==> config.mk <==
export PLATFORM = sky130hd
export DESIGN_NAME = irq_dist_cfg_cpu_iface
export DESIGN_NICKNAME = d
export VERILOG_FILES = /design/src/hw/irq_ctl_pkg.sv /design/src/hw/irq_dist_cfg_cpu_iface.sv
export SDC_FILE = /design/constraint.sdc
export NUM_CORES = 2
export LEC_CHECK = 0
export BUFFER_PORTS_ARGS = -buffer_cell sky130_fd_sc_hd__buf_2
export CORE_AREA = 2 2 248 250
export CTS_CLUSTER_SIZE = 10
export DETAILED_ROUTE_END_ITERATION = 7
export DIE_AREA = 0 0 250 252
export PLACE_DENSITY_LB_ADDON = 0.1
export SYNTH_ARGS = -nofsm -noshare
export SYNTH_HDL_FRONTEND = slang
export SYNTH_SLANG_ARGS = --single-unit
==> constraint.sdc <==
create_clock -name clk -period 113.4 [get_ports clk]
set_clock_uncertainty 0.2 [all_clocks]
set_input_delay 11.34 -clock clk [delete_from_list [all_inputs] [get_ports clk]]
set_output_delay 11.34 -clock clk [all_outputs]
set_load 0.005 [all_outputs]
==> src/hw/irq_ctl_pkg.sv <==
// constants, offsets and types for the interrupt config and cpu interface
package irq_ctl_pkg;
    localparam int          AddrWidth        = 12;
    localparam logic [11:0] OffsCpuCtrl      = 12'h000;
    localparam logic [11:0] OffsPrioThresh   = 12'h004;
    localparam logic [11:0] OffsGroupSplit   = 12'h008;
    localparam logic [11:0] OffsAck          = 12'h00c;
    localparam logic [11:0] OffsCompletion   = 12'h010;
    localparam logic [11:0] OffsActivePrio   = 12'h014;
    localparam logic [11:0] OffsTopPending   = 12'h018;
    localparam logic [11:0] OffsCfgIpi       = 12'hc00;
    localparam logic [11:0] OffsCfg16        = 12'hc04;
    localparam logic [11:0] OffsCfg32        = 12'hc08;
    localparam logic [11:0] OffsCfg48        = 12'hc0c;
    localparam logic [11:0] OffsSoftTrig     = 12'hf00;
    localparam logic [11:0] OffsSoftPending  = 12'hf04;
    localparam logic [11:0] OffsIrqPrio      = 12'hf08;
    localparam logic [31:0] IpiCfgWriteMask  = 32'h55555555;
    localparam logic [31:0] Cfg16Value       = 32'h00000000;
    localparam logic [2:0]  SplitMin         = 3'h3;
    localparam logic [9:0]  SpuriousId       = 10'h3ff;
    localparam logic [7:0]  IdleRunPrio      = 8'hff;
    localparam int          NumIrq           = 64;
    localparam int          NumIpi           = 16;
    localparam int          HwBase           = 32;
    localparam logic [2:0]  OwnCpu           = 3'h0;
    localparam int          IdLsb            = 0;
    localparam int          IdMsb            = 9;
    localparam int          SrcLsb           = 10;
    localparam int          SrcMsb           = 12;
    localparam int          ListLsb          = 16;
    localparam int          FiltLsb          = 24;
    localparam int          PrioLsb          = 4;
    typedef enum logic [1:0] {
        FILT_LIST, FILT_OTHERS, FILT_SELF, FILT_RESV
    } filter_type;
endpackage : irq_ctl_pkg

==> src/hw/irq_dist_cfg_cpu_iface.sv <==
// distributor configuration, software trigger and cpu interface
// Functional notes
// - INTER_PROCESSOR_INTERRUPT config: only software-model bits writable
// - config bit 1 set: rising edge input
// - config bit 1 clear: high level input
// - config bit 0 picks handling model
// - config for IDs 16-31 read-only
// - IDs 32-63 config fully writable
// - software trigger: id, filter, target list
// - filter 00: listed processors only
// - filter 01: all but the writer
// - filter 10: writer only; 11 reserved
// - target list comes from write itself
// - control: enable bit 0, reset zero
// - request only if priority beats threshold
// - equal priority to threshold never requests
// - ties: lowest ID, then lowest source
// - split value selects preemption priority bits
// - split clamps to minimum three, resets there
// - acknowledge returns id and source
// - completion write ends running interrupt
// - active priority reads 0xff when idle
// - top pending reads 0x3ff when idle
//
// Our own choice: the APB register port.
`timescale 1ns/1ps
module irq_dist_cfg_cpu_iface
    import irq_ctl_pkg::*;
(
    input  wire logic        clk,        // 50 MHz clock
    input  wire logic        rst,        // async reset, high
    input  wire logic        psel,       // apb select
    input  wire logic        penable,    // apb access phase
    input  wire logic        pwrite,     // apb direction
    input  wire logic [11:0] paddr,      // apb byte address
    input  wire logic [31:0] pwdata,     // apb write data
    output logic      [31:0] prdata,     // apb read data
    output logic             pready,     // apb ready
    output logic             pslverr,    // apb error, unmapped
    input  wire logic [31:0] hwIrqIn,    // hardware lines, IDs 32-63
    output logic             cpuIrqReq   // interrupt request to core
);
    // priority per interrupt id, 0-63, lives in a small local table (4 bits each)
    logic [31:0] cfgIpi, cfg32, cfg48, softPend, hwPend, hwLast;
    logic [3:0]  irqPrio [NumIrq];
    logic        cpuEnable;
    logic [3:0]  prioThresh;
    logic [2:0]  groupSplit;
    logic        running;
    logic [9:0]  runId;
    logic [3:0]  runPrio;
    logic [9:0]  topId;
    logic [3:0]  topPrio;
    logic        topValid;
    logic        access, wr, rd;

    assign access = psel && penable;
    assign wr     = access && pwrite;
    assign rd     = access && !pwrite;

    function automatic logic mapped(input logic [11:0] a);
        case (a)
            OffsCpuCtrl, OffsPrioThresh, OffsGroupSplit, OffsAck,
            OffsCompletion, OffsActivePrio, OffsTopPending, OffsCfgIpi,
            OffsCfg16, OffsCfg32, OffsCfg48, OffsSoftTrig,
            OffsSoftPending, OffsIrqPrio: mapped = 1'b1;
            default: mapped = 1'b0;
        endcase
    endfunction : mapped

    // mask of processors reached by a software trigger; one core exists
    function automatic logic [7:0] soft_targets(input logic [31:0] d);
        logic [7:0] self;
        self = 8'h01 << OwnCpu;
        case (filter_type'(d[FiltLsb +: 2]))
            FILT_LIST:   soft_targets = d[ListLsb +: 8];
            FILT_OTHERS: soft_targets = ~self;
            FILT_SELF:   soft_targets = self;
            default:     soft_targets = 8'h00;
        endcase
    endfunction : soft_targets

    // bus slave: zero wait state, error on unmapped address
    always_ff @(posedge clk or posedge rst) begin
        if (rst) begin
            pready  <= 1'b0;
            pslverr <= 1'b0;
        end else begin
            pready  <= psel && !penable && !pready;
            pslverr <= psel && !penable && !pready && !mapped(paddr);
        end
    end

    // software-visible control
    always_ff @(posedge clk or posedge rst) begin
        if (rst) begin
            cpuEnable  <= 1'b0;
            prioThresh <= 4'h0;
            groupSplit <= SplitMin;
            cfgIpi     <= 32'h00000000;
            cfg32      <= 32'h00000000;
            cfg48      <= 32'h00000000;
        end else if (wr && pready) begin
            case (paddr)
                OffsCpuCtrl:    cpuEnable  <= pwdata[0];
                OffsPrioThresh: prioThresh <= pwdata[PrioLsb +: 4];
                OffsGroupSplit: groupSplit <= (pwdata[2:0] < SplitMin) ?
                                    SplitMin : pwdata[2:0];
                OffsCfgIpi:     cfgIpi <= pwdata & IpiCfgWriteMask;
                OffsCfg32:      cfg32  <= pwdata;
                OffsCfg48:      cfg48  <= pwdata;
                default: ;
            endcase
        end
    end

    always_ff @(posedge clk or posedge rst) begin
        if (rst) begin
            for (int i = 0; i < NumIrq; i++) irqPrio[i] <= 4'h0;
        end else if (wr && pready && paddr == OffsIrqPrio) begin
            // priority write carries its id where a target list would sit
            irqPrio[pwdata[ListLsb +: 6]] <= pwdata[PrioLsb +: 4];
        end
    end

    // hardware line sensing; edge events stay latched until acknowledged
    logic [31:0] cfgEdge;
    generate
        for (genvar g = 0; g < 16; g++) begin : g_cfg
            assign cfgEdge[g]      = cfg32[2*g+1];
            assign cfgEdge[g + 16] = cfg48[2*g+1];
        end
    endgenerate

    // id handed out at setup; ack acts on that id even if top moves on
    logic       ackHw, ackSoft, ackValid;
    logic [9:0] ackId;
    always_ff @(posedge clk or posedge rst) begin
        if (rst) begin
            ackId    <= SpuriousId;
            ackValid <= 1'b0;
        end else if (psel && !penable) begin
            ackId    <= topId;
            ackValid <= topValid;
        end
    end
    assign ackHw   = rd && pready && paddr == OffsAck && ackValid &&
                     ackId >= 10'(HwBase);
    assign ackSoft = rd && pready && paddr == OffsAck && ackValid &&
                     ackId < 10'(HwBase);

    always_ff @(posedge clk or posedge rst) begin
        if (rst) begin
            hwLast <= 32'h00000000;
            hwPend <= 32'h00000000;
        end else begin
            hwLast <= hwIrqIn;
            for (int i = 0; i < 32; i++) begin
                if (cfgEdge[i]) begin
                    if (hwIrqIn[i] && !hwLast[i])
                        hwPend[i] <= 1'b1;
                    else if (ackHw && ackId[4:0] == 5'(i))
                        hwPend[i] <= 1'b0;
                end else begin
                    hwPend[i] <= hwIrqIn[i];
                end
            end
        end
    end

    // one copy of the sensing checks per hardware line
    generate
        for (genvar g = 0; g < NumIrq - HwBase; g++) begin : g_sense
            edge_latch_a: assert property (
                @(posedge clk) disable iff (rst)
                cfgEdge[g] && hwIrqIn[g] && !hwLast[g] |=> hwPend[g])
                else $error("rising edge not latched");
            level_follow_a: assert property (
                @(posedge clk) disable iff (rst)
                !cfgEdge[g] |=> hwPend[g] == $past(hwIrqIn[g]))
                else $error("level line not followed");
        end
    endgenerate

    // software triggers; set wins over the clear by acknowledge
    logic [31:0] trigSet;
    logic [7:0]  softTgt;
    assign softTgt = soft_targets(pwdata);
    always_comb begin
        trigSet = 32'h00000000;
        if (wr && pready && paddr == OffsSoftTrig &&
            softTgt[OwnCpu] &&
            pwdata[IdMsb:IdLsb] < 10'(HwBase))
            trigSet[pwdata[4:0]] = 1'b1;
    end

    always_ff @(posedge clk or posedge rst) begin
        if (rst) begin
            softPend <= 32'h00000000;
        end else begin
            for (int i = 0; i < 32; i++) begin
                if (trigSet[i])
                    softPend[i] <= 1'b1;
                else if (ackSoft && ackId[4:0] == 5'(i))
                    softPend[i] <= 1'b0;
            end
        end
    end

    // arbitration: lowest priority value wins, ties to lowest id
    always_comb begin
        topValid = 1'b0;
        topId    = SpuriousId;
        topPrio  = 4'hf;
        for (int i = NumIrq - 1; i >= 0; i--) begin
            if ((i < 32 ? softPend[i % 32] : hwPend[i % 32]) &&
                (!topValid || irqPrio[i] <= topPrio)) begin
                topValid = 1'b1;
                topId    = 10'(i);
                topPrio  = irqPrio[i];
            end
        end
    end

    // preemption compares only priority bits above the split point
    logic [7:0] topP8, runP8, groupMask;
    assign topP8     = {topPrio, 4'h0};
    assign runP8     = {runPrio, 4'h0};
    assign groupMask = 8'hff << (groupSplit + 3'h1);
    logic preempts;
    assign preempts = !running ||
        (groupSplit != 3'h7 && (topP8 & groupMask) < (runP8 & groupMask));

    // running interrupt; completion of the running id ends it
    always_ff @(posedge clk or posedge rst) begin
        if (rst) begin
            running <= 1'b0;
            runId   <= SpuriousId;
            runPrio <= 4'hf;
        end else if (ackHw || ackSoft) begin
            running <= 1'b1;
            runId   <= ackId;
            runPrio <= irqPrio[ackId[5:0]];
        end else if (wr && pready && paddr == OffsCompletion &&
                     pwdata[IdMsb:IdLsb] == runId) begin
            running <= 1'b0;
            runId   <= SpuriousId;
        end
    end

    always_ff @(posedge clk or posedge rst) begin
        if (rst)
            cpuIrqReq <= 1'b0;
        else
            cpuIrqReq <= cpuEnable && topValid &&
                         topPrio < prioThresh &&
                         preempts;
    end

    // read mux; source field stays zero with a single core
    logic [31:0] rdVal;
    always_comb begin
        rdVal = 32'h00000000;
        case (paddr)
            OffsCpuCtrl:    rdVal[0] = cpuEnable;
            OffsPrioThresh: rdVal[PrioLsb +: 4] = prioThresh;
            OffsGroupSplit: rdVal[2:0] = groupSplit;
            OffsAck, OffsTopPending: begin
                rdVal[IdMsb:IdLsb]   = topValid ? topId : SpuriousId;
                // source only means something for software ids
                if (topValid && topId < 10'(NumIpi))
                    rdVal[SrcMsb:SrcLsb] = OwnCpu;
            end
            OffsActivePrio: rdVal[7:0] = running ?
                                {runPrio, 4'h0} : IdleRunPrio;
            OffsCfgIpi:     rdVal = cfgIpi;
            OffsCfg16:      rdVal = Cfg16Value;
            OffsCfg32:      rdVal = cfg32;
            OffsCfg48:      rdVal = cfg48;
            OffsSoftPending: rdVal = softPend;
            default:        rdVal = 32'h00000000;
        endcase
    end

    always_ff @(posedge clk or posedge rst) begin
        if (rst)
            prdata <= 32'h00000000;
        else if (psel && !penable)
            prdata <= rdVal;
    end

    threshold_gate_a: assert property (@(posedge clk) disable iff (rst)
        cpuIrqReq |-> $past(topPrio) < $past(prioThresh))
        else $error("request raised at or below threshold");
    equal_prio_a: assert property (@(posedge clk) disable iff (rst)
        (topPrio == prioThresh) |=> !cpuIrqReq)
        else $error("equal priority raised a request");
    disabled_quiet_a: assert property (@(posedge clk) disable iff (rst)
        !cpuEnable |=> !cpuIrqReq)
        else $error("request while interface disabled");
    split_floor_a: assert property (@(posedge clk) disable iff (rst)
        groupSplit >= SplitMin)
        else $error("split below minimum");
    ipi_mask_a: assert property (@(posedge clk) disable iff (rst)
        (cfgIpi & ~IpiCfgWriteMask) == 32'h0)
        else $error("ipi edge bit became writable");
    idle_prio_a: assert property (@(posedge clk) disable iff (rst)
        (psel && !penable && !pwrite && paddr == OffsActivePrio &&
         !running) |=> prdata == 32'h000000ff)
        else $error("idle active priority not 0xff");
    spurious_read_a: assert property (@(posedge clk) disable iff (rst)
        (psel && !penable && paddr == OffsTopPending && !topValid)
        |=> prdata[9:0] == 10'h3ff)
        else $error("empty pending not spurious");
    ack_runs_a: assert property (@(posedge clk) disable iff (rst)
        (ackHw || ackSoft) |=> running && runId == $past(ackId))
        else $error("acknowledge did not start running");
    eoi_ends_a: assert property (@(posedge clk) disable iff (rst)
        (wr && pready && paddr == OffsCompletion && running &&
         !ackHw && !ackSoft && pwdata[9:0] == runId) |=> !running)
        else $error("completion did not end interrupt");
    cfg16_const_a: assert property (@(posedge clk) disable iff (rst)
        (psel && !penable && paddr == OffsCfg16) |=> prdata == 32'h0)
        else $error("read-only config changed");
    soft_set_a: assert property (@(posedge clk) disable iff (rst)
        trigSet != 32'h0 |=> (softPend & $past(trigSet)) == $past(trigSet))
        else $error("software trigger not pended");
    others_skip_a: assert property (@(posedge clk) disable iff (rst)
        (wr && pready && paddr == OffsSoftTrig &&
         pwdata[FiltLsb +: 2] == FILT_OTHERS) |-> trigSet == 32'h0)
        else $error("writer reached by the all-but-writer filter");
    resv_skip_a: assert property (@(posedge clk) disable iff (rst)
        (wr && pready && paddr == OffsSoftTrig &&
         pwdata[FiltLsb +: 2] == FILT_RESV) |-> trigSet == 32'h0)
        else $error("reserved filter raised an interrupt");
    self_hit_a: assert property (@(posedge clk) disable iff (rst)
        (wr && pready && paddr == OffsSoftTrig &&
         pwdata[FiltLsb +: 2] == FILT_SELF &&
         pwdata[IdMsb:IdLsb] < 10'(HwBase)) |=> softPend[$past(pwdata[4:0])])
        else $error("self-targeted trigger lost");
    cfg_lands_a: assert property (@(posedge clk) disable iff (rst)
        (wr && pready && paddr == OffsCfg48) |=> cfg48 == $past(pwdata))
        else $error("config write did not land");
    no_preempt_a: assert property (@(posedge clk) disable iff (rst)
        (running && groupSplit == 3'h7) |=> !cpuIrqReq)
        else $error("preempted with split at seven");
    src_zero_a: assert property (@(posedge clk) disable iff (rst)
        (psel && !penable && paddr == OffsAck && topId >= 10'(NumIpi))
        |=> prdata[SrcMsb:SrcLsb] == 3'h0)
        else $error("source field set for a non-software id");
    soft_clear_a: assert property (@(posedge clk) disable iff (rst)
        (ackSoft && !trigSet[ackId[4:0]]) |=> !softPend[$past(ackId[4:0])])
        else $error("acknowledged software interrupt still pending");
    edge_clear_a: assert property (@(posedge clk) disable iff (rst)
        (ackHw && cfgEdge[ackId[4:0]] &&
         !(hwIrqIn[ackId[4:0]] && !hwLast[ackId[4:0]]))
        |=> !hwPend[$past(ackId[4:0])])
        else $error("acknowledged edge interrupt still pending");
    thresh_set_a: assert property (@(posedge clk) disable iff (rst)
        (wr && pready && paddr == OffsPrioThresh)
        |=> prioThresh == $past(pwdata[PrioLsb +: 4]))
        else $error("threshold write did not land");
    enable_set_a: assert property (@(posedge clk) disable iff (rst)
        (wr && pready && paddr == OffsCpuCtrl)
        |=> cpuEnable == $past(pwdata[0]))
        else $error("enable write did not land");
    ipi_store_a: assert property (@(posedge clk) disable iff (rst)
        (wr && pready && paddr == OffsCfgIpi)
        |=> cfgIpi == ($past(pwdata) & IpiCfgWriteMask))
        else $error("ipi config write not masked");
    ack_c: cover property (@(posedge clk) disable iff (rst) ackSoft);
    hw_c: cover property (@(posedge clk) disable iff (rst) ackHw);
    req_c: cover property (@(posedge clk) disable iff (rst) cpuIrqReq);
    split_c: cover property (@(posedge clk) disable iff (rst)
        running && groupSplit == 3'h7 && topValid);
    edge_c: cover property (@(posedge clk) disable iff (rst)
        ackHw && cfgEdge[ackId[4:0]]);
endmodule : irq_dist_cfg_cpu_iface

==> flow_metrics.tcl <==
set metrics [dict create \
    ff2ff_path_depth 487 \
    final-instance-count-excl-fill 4732 \
    timing.critical_path.slowest_cell_delay_ps 690 \
    critical_path.most_common_cell "ha_1" \
    io-pin-count 116 \
    grt_first_pass_wirelength_mm 189 \
    ys_top_cells_by_area "dfrtp_1 33%, mux2_2 9.3%, ha_1 7.4%, mux4_2 5.3%, nand2_1 4.7%" \
    cp.arrival_ps 105550 \
    grt.overflow.total 0 \
    layout-drive-gt1-share_pct 18.9 \
    min_path_type "flop to flop" \
    setup_viol_count_final 0 \
    syn_area_um2 35800 \
    flow.area_growth_from_synthesis_pct 9.07 \
    synth.ff_latch_count 495 \
    crit-reg2reg-capture "cpuIrqReq" \
    yosys_warnings 0 \
    routed_wire_length_per_instance_um 26.3 \
    rsz_0062_raised_after_global_routing "no" \
    worst_max_slew_margin_expressed_relative_to_the_limit_pct 18.3 \
    drv.max_cap_violation_count 0 \
    rr_startpoint "hwPend[31]" \
    finalWorstSetupSlack_ps 8180 \
    cell_accounting_for_the_most_synthesized_area "dfrtp_1" \
    cts.path.max_buffers 3 \
    reg2reg_setup_slack_ps 8180 \
    detail_route.drc_violations 0 \
    worst_slew_pin_slew_ps 1220 \
    worstHoldStart "prdata[7]" \
    core_area_um2 60100 \
    cell_count_after_placement 4625 \
    synth-edff-count 0 \
    grt_use_total_pct 39.3 \
    largest_net_degree_at_the_start_of_global_routing 171 \
    numClockSinks 495 \
    drt-vias-per-instance 6.79 \
    hold_path_cell_cnt 2 \
    cts_tree "yes" \
    synth.yosys.seq_area_share_pct 34.7 \
    synthFlopType "dfrtp_1" \
    clock_tree.root_cell "clkbuf_16" \
    drt_pre_antenna_iters 7 \
    clock_tree.htree_level_count 2 \
    final_net_count 4198 \
    synth.net_count 4135 \
    synthesis.area_per_instance_um2 9.31 \
    finalHoldViolations 0 \
    maxSlewViolCount 0 \
    number_of_global_route_vias_before_repair 30200 \
    place_worst_setup_slack_ps 8270 \
    finalCritPeriodShare_pct 92.8 \
    dp.final_hpwl_mm 91.0 \
    timing.fmax_mhz 9.50 \
    cts_inserted_buffers 60 \
    crit_required_ps 113740 \
    run_status "completed" \
    antenna_found_initial 8 \
    floorplan.rows 90 \
    synthCells 3842 \
    drt_iter0_drc 3541 \
    cts.clk_slew.worst_paths_ps 60 \
    worst_skew_pair_later_pin_latency_ps 660 \
    initial_core_util_pct 59.5 \
    wl_mm 124 \
    fp.dieArea_um2 63000 \
    setup.worst_path.end_class "flop" \
    cp_slowest_cell "a221oi_1" \
    via_count 32100 \
    timing.final.crit_period_ps 105220 \
    setup-tns-final_ps 0 \
    worst-setup-path-type "flop to flop" \
    post_cts.repair.setup_buffers 0 \
    critical_path.max_fanout 14 \
    asyncSetResetFlopFracSynth_pct 100 \
    floorplan.die.height_um 252 \
    antenna_violating_nets_post_route 0 \
    hold_end "prdata[7]" \
    synth_top_area_share_pct 33.2 \
    gpl.final_weighted_congestion 0.987 \
    portBuffers 115 \
    synthMostInstantiatedCell "dfrtp_1" \
    die_boundary_width_um 250 \
    post_synth_num_cell_types 120 \
    startpoint_type "flop" \
    synth.top_cells.by_count "475 x dfrtp_1, 444 x nand2_1, 322 x o21ai_0" \
]
[layout make-up]
class                   instances  area, um^2
multi-input cells            2942       21900
fillers                      5021       21100
flip-flops and latches        495       12400
clock buffers                  96        1740
well taps                     782         978
inverters                     254         961
repair buffers                152         866
clock inverters                10         139
diodes                          1        2.50
[flip-flops by register name, summed over array words and instances (netlist names)]
| register | flops |
|---|---|
| ackValid | 1 |
| runId | 7 |
| prdata | 32 |
| hwPend | 32 |
| ackId | 7 |
| softPend | 32 |
| cfg32 | 32 |
| cpuEnable | 1 |
| prioThresh | 4 |
| irqPrio | 256 |
| hwLast | 32 |
| groupSplit | 3 |
| pready | 1 |
| runPrio | 4 |
| pslverr | 1 |
| cpuIrqReq | 1 |
| cfg48 | 32 |
| running | 1 |
| cfgIpi | 16 |
[kinds of logic (layout without fill, tap and decap cells)]
| logic type | count (synthesis) | after routing | share of synthesized area, % |
|---|---|---|---|
| compound gates | 1106 | 1106 | 21.2 |
| xor+xnor | 33 | 33 | 0.808 |
| fa+ha+maj | 221 | 221 | 7.67 |
| buf+inv | 405 | 512 | 4.41 |
| flops | 495 | 495 | 34.7 |
| mux | 416 | 416 | 15.7 |
| other cells | 0 | 1 | 0 |
| simple gates | 1166 | 1166 | 15.5 |
[through the flow]
step           util [%]  instance area (um^2)  hold WS, ps
2_1_floorplan         -                 35800          246
3_3_place_gp       61.7                 37100          260
3_5_place_dp       61.7                 37100          271
4_1_cts            64.8                 39000          286
5_1_grt            64.9                 39000          297
6_report           64.9                 39000          283
[how the worst max path moves through the flow]
| stage | from | endpoint | slack (ps) | cells after the start |
|---|---|---|---|---|
| 6_report | hwPend[31] | cpuIrqReq | 8180 | 487 |
| 5_1_grt | hwPend[31] | cpuIrqReq | 40 | 485 |
| 2_1_floorplan | hwPend[31] | cpuIrqReq | 22590 | 503 |
| 4_1_cts | hwPend[31] | cpuIrqReq | 7770 | 484 |
| 3_5_place_dp | hwPend[31] | cpuIrqReq | 8270 | 483 |
| 3_3_place_gp | hwPend[31] | cpuIrqReq | 9380 | 481 |
[repair_timing]
item | 4_1_cts | 5_1_grt
setup endpoints to repair | 0 | 13
hold buffers | 0 | 0
resized for setup | 0 | 10
[layout by cell type (no fill, tap or decap), types with 23 or more instances in the layout]
master       n
nand2_1    444
inv_1      252
a21o_1      60
a21boi_0    23
o31ai_1     39
nand2b_1    46
buf_4       36
and2_1      28
mux2_2     297
clkbuf_16   61
buf_2      115
nor2b_1     30
clkbuf_1    27
a22oi_1     37
o21a_1      48
or3_1       36
dfrtp_1    475
a32o_1      34
ha_1       212
nor2_1     235
and3_1      36
a21oi_1    147
mux4_2      84
o211ai_1    28
o21ai_0    319
a31oi_1     73
nor3_1      57
nand3_1    104
mux2i_1     29
nand4_1     24
[critical path: cells and delay by family, from the launching register on]
family / cells / cell delay (ps)
DFF: 1 / 530
adders and majority gates: 73 / 21150
AOI/OAI and AO/OA: 263 / 57680
muxes: 19 / 6760
and+or+nand+nor: 105 / 16290
buffers and inverters: 27 / 2270
[layer usage]
metal / GRT usage (%) / up-vias / part of all wire, %
met5: 0 / - / 0.027
met4: 17.1 / 6 / 5.0
met2: 61.0 / 1620 / 44
met1: 54.3 / 15800 / 41
li1: - / 14500 / -
met3: 6.98 / 303 / 9.8
Power is left out: the tool's default activity adds up to more than one toggle a clock period on the data nets, which glitch-free logic cannot reach.
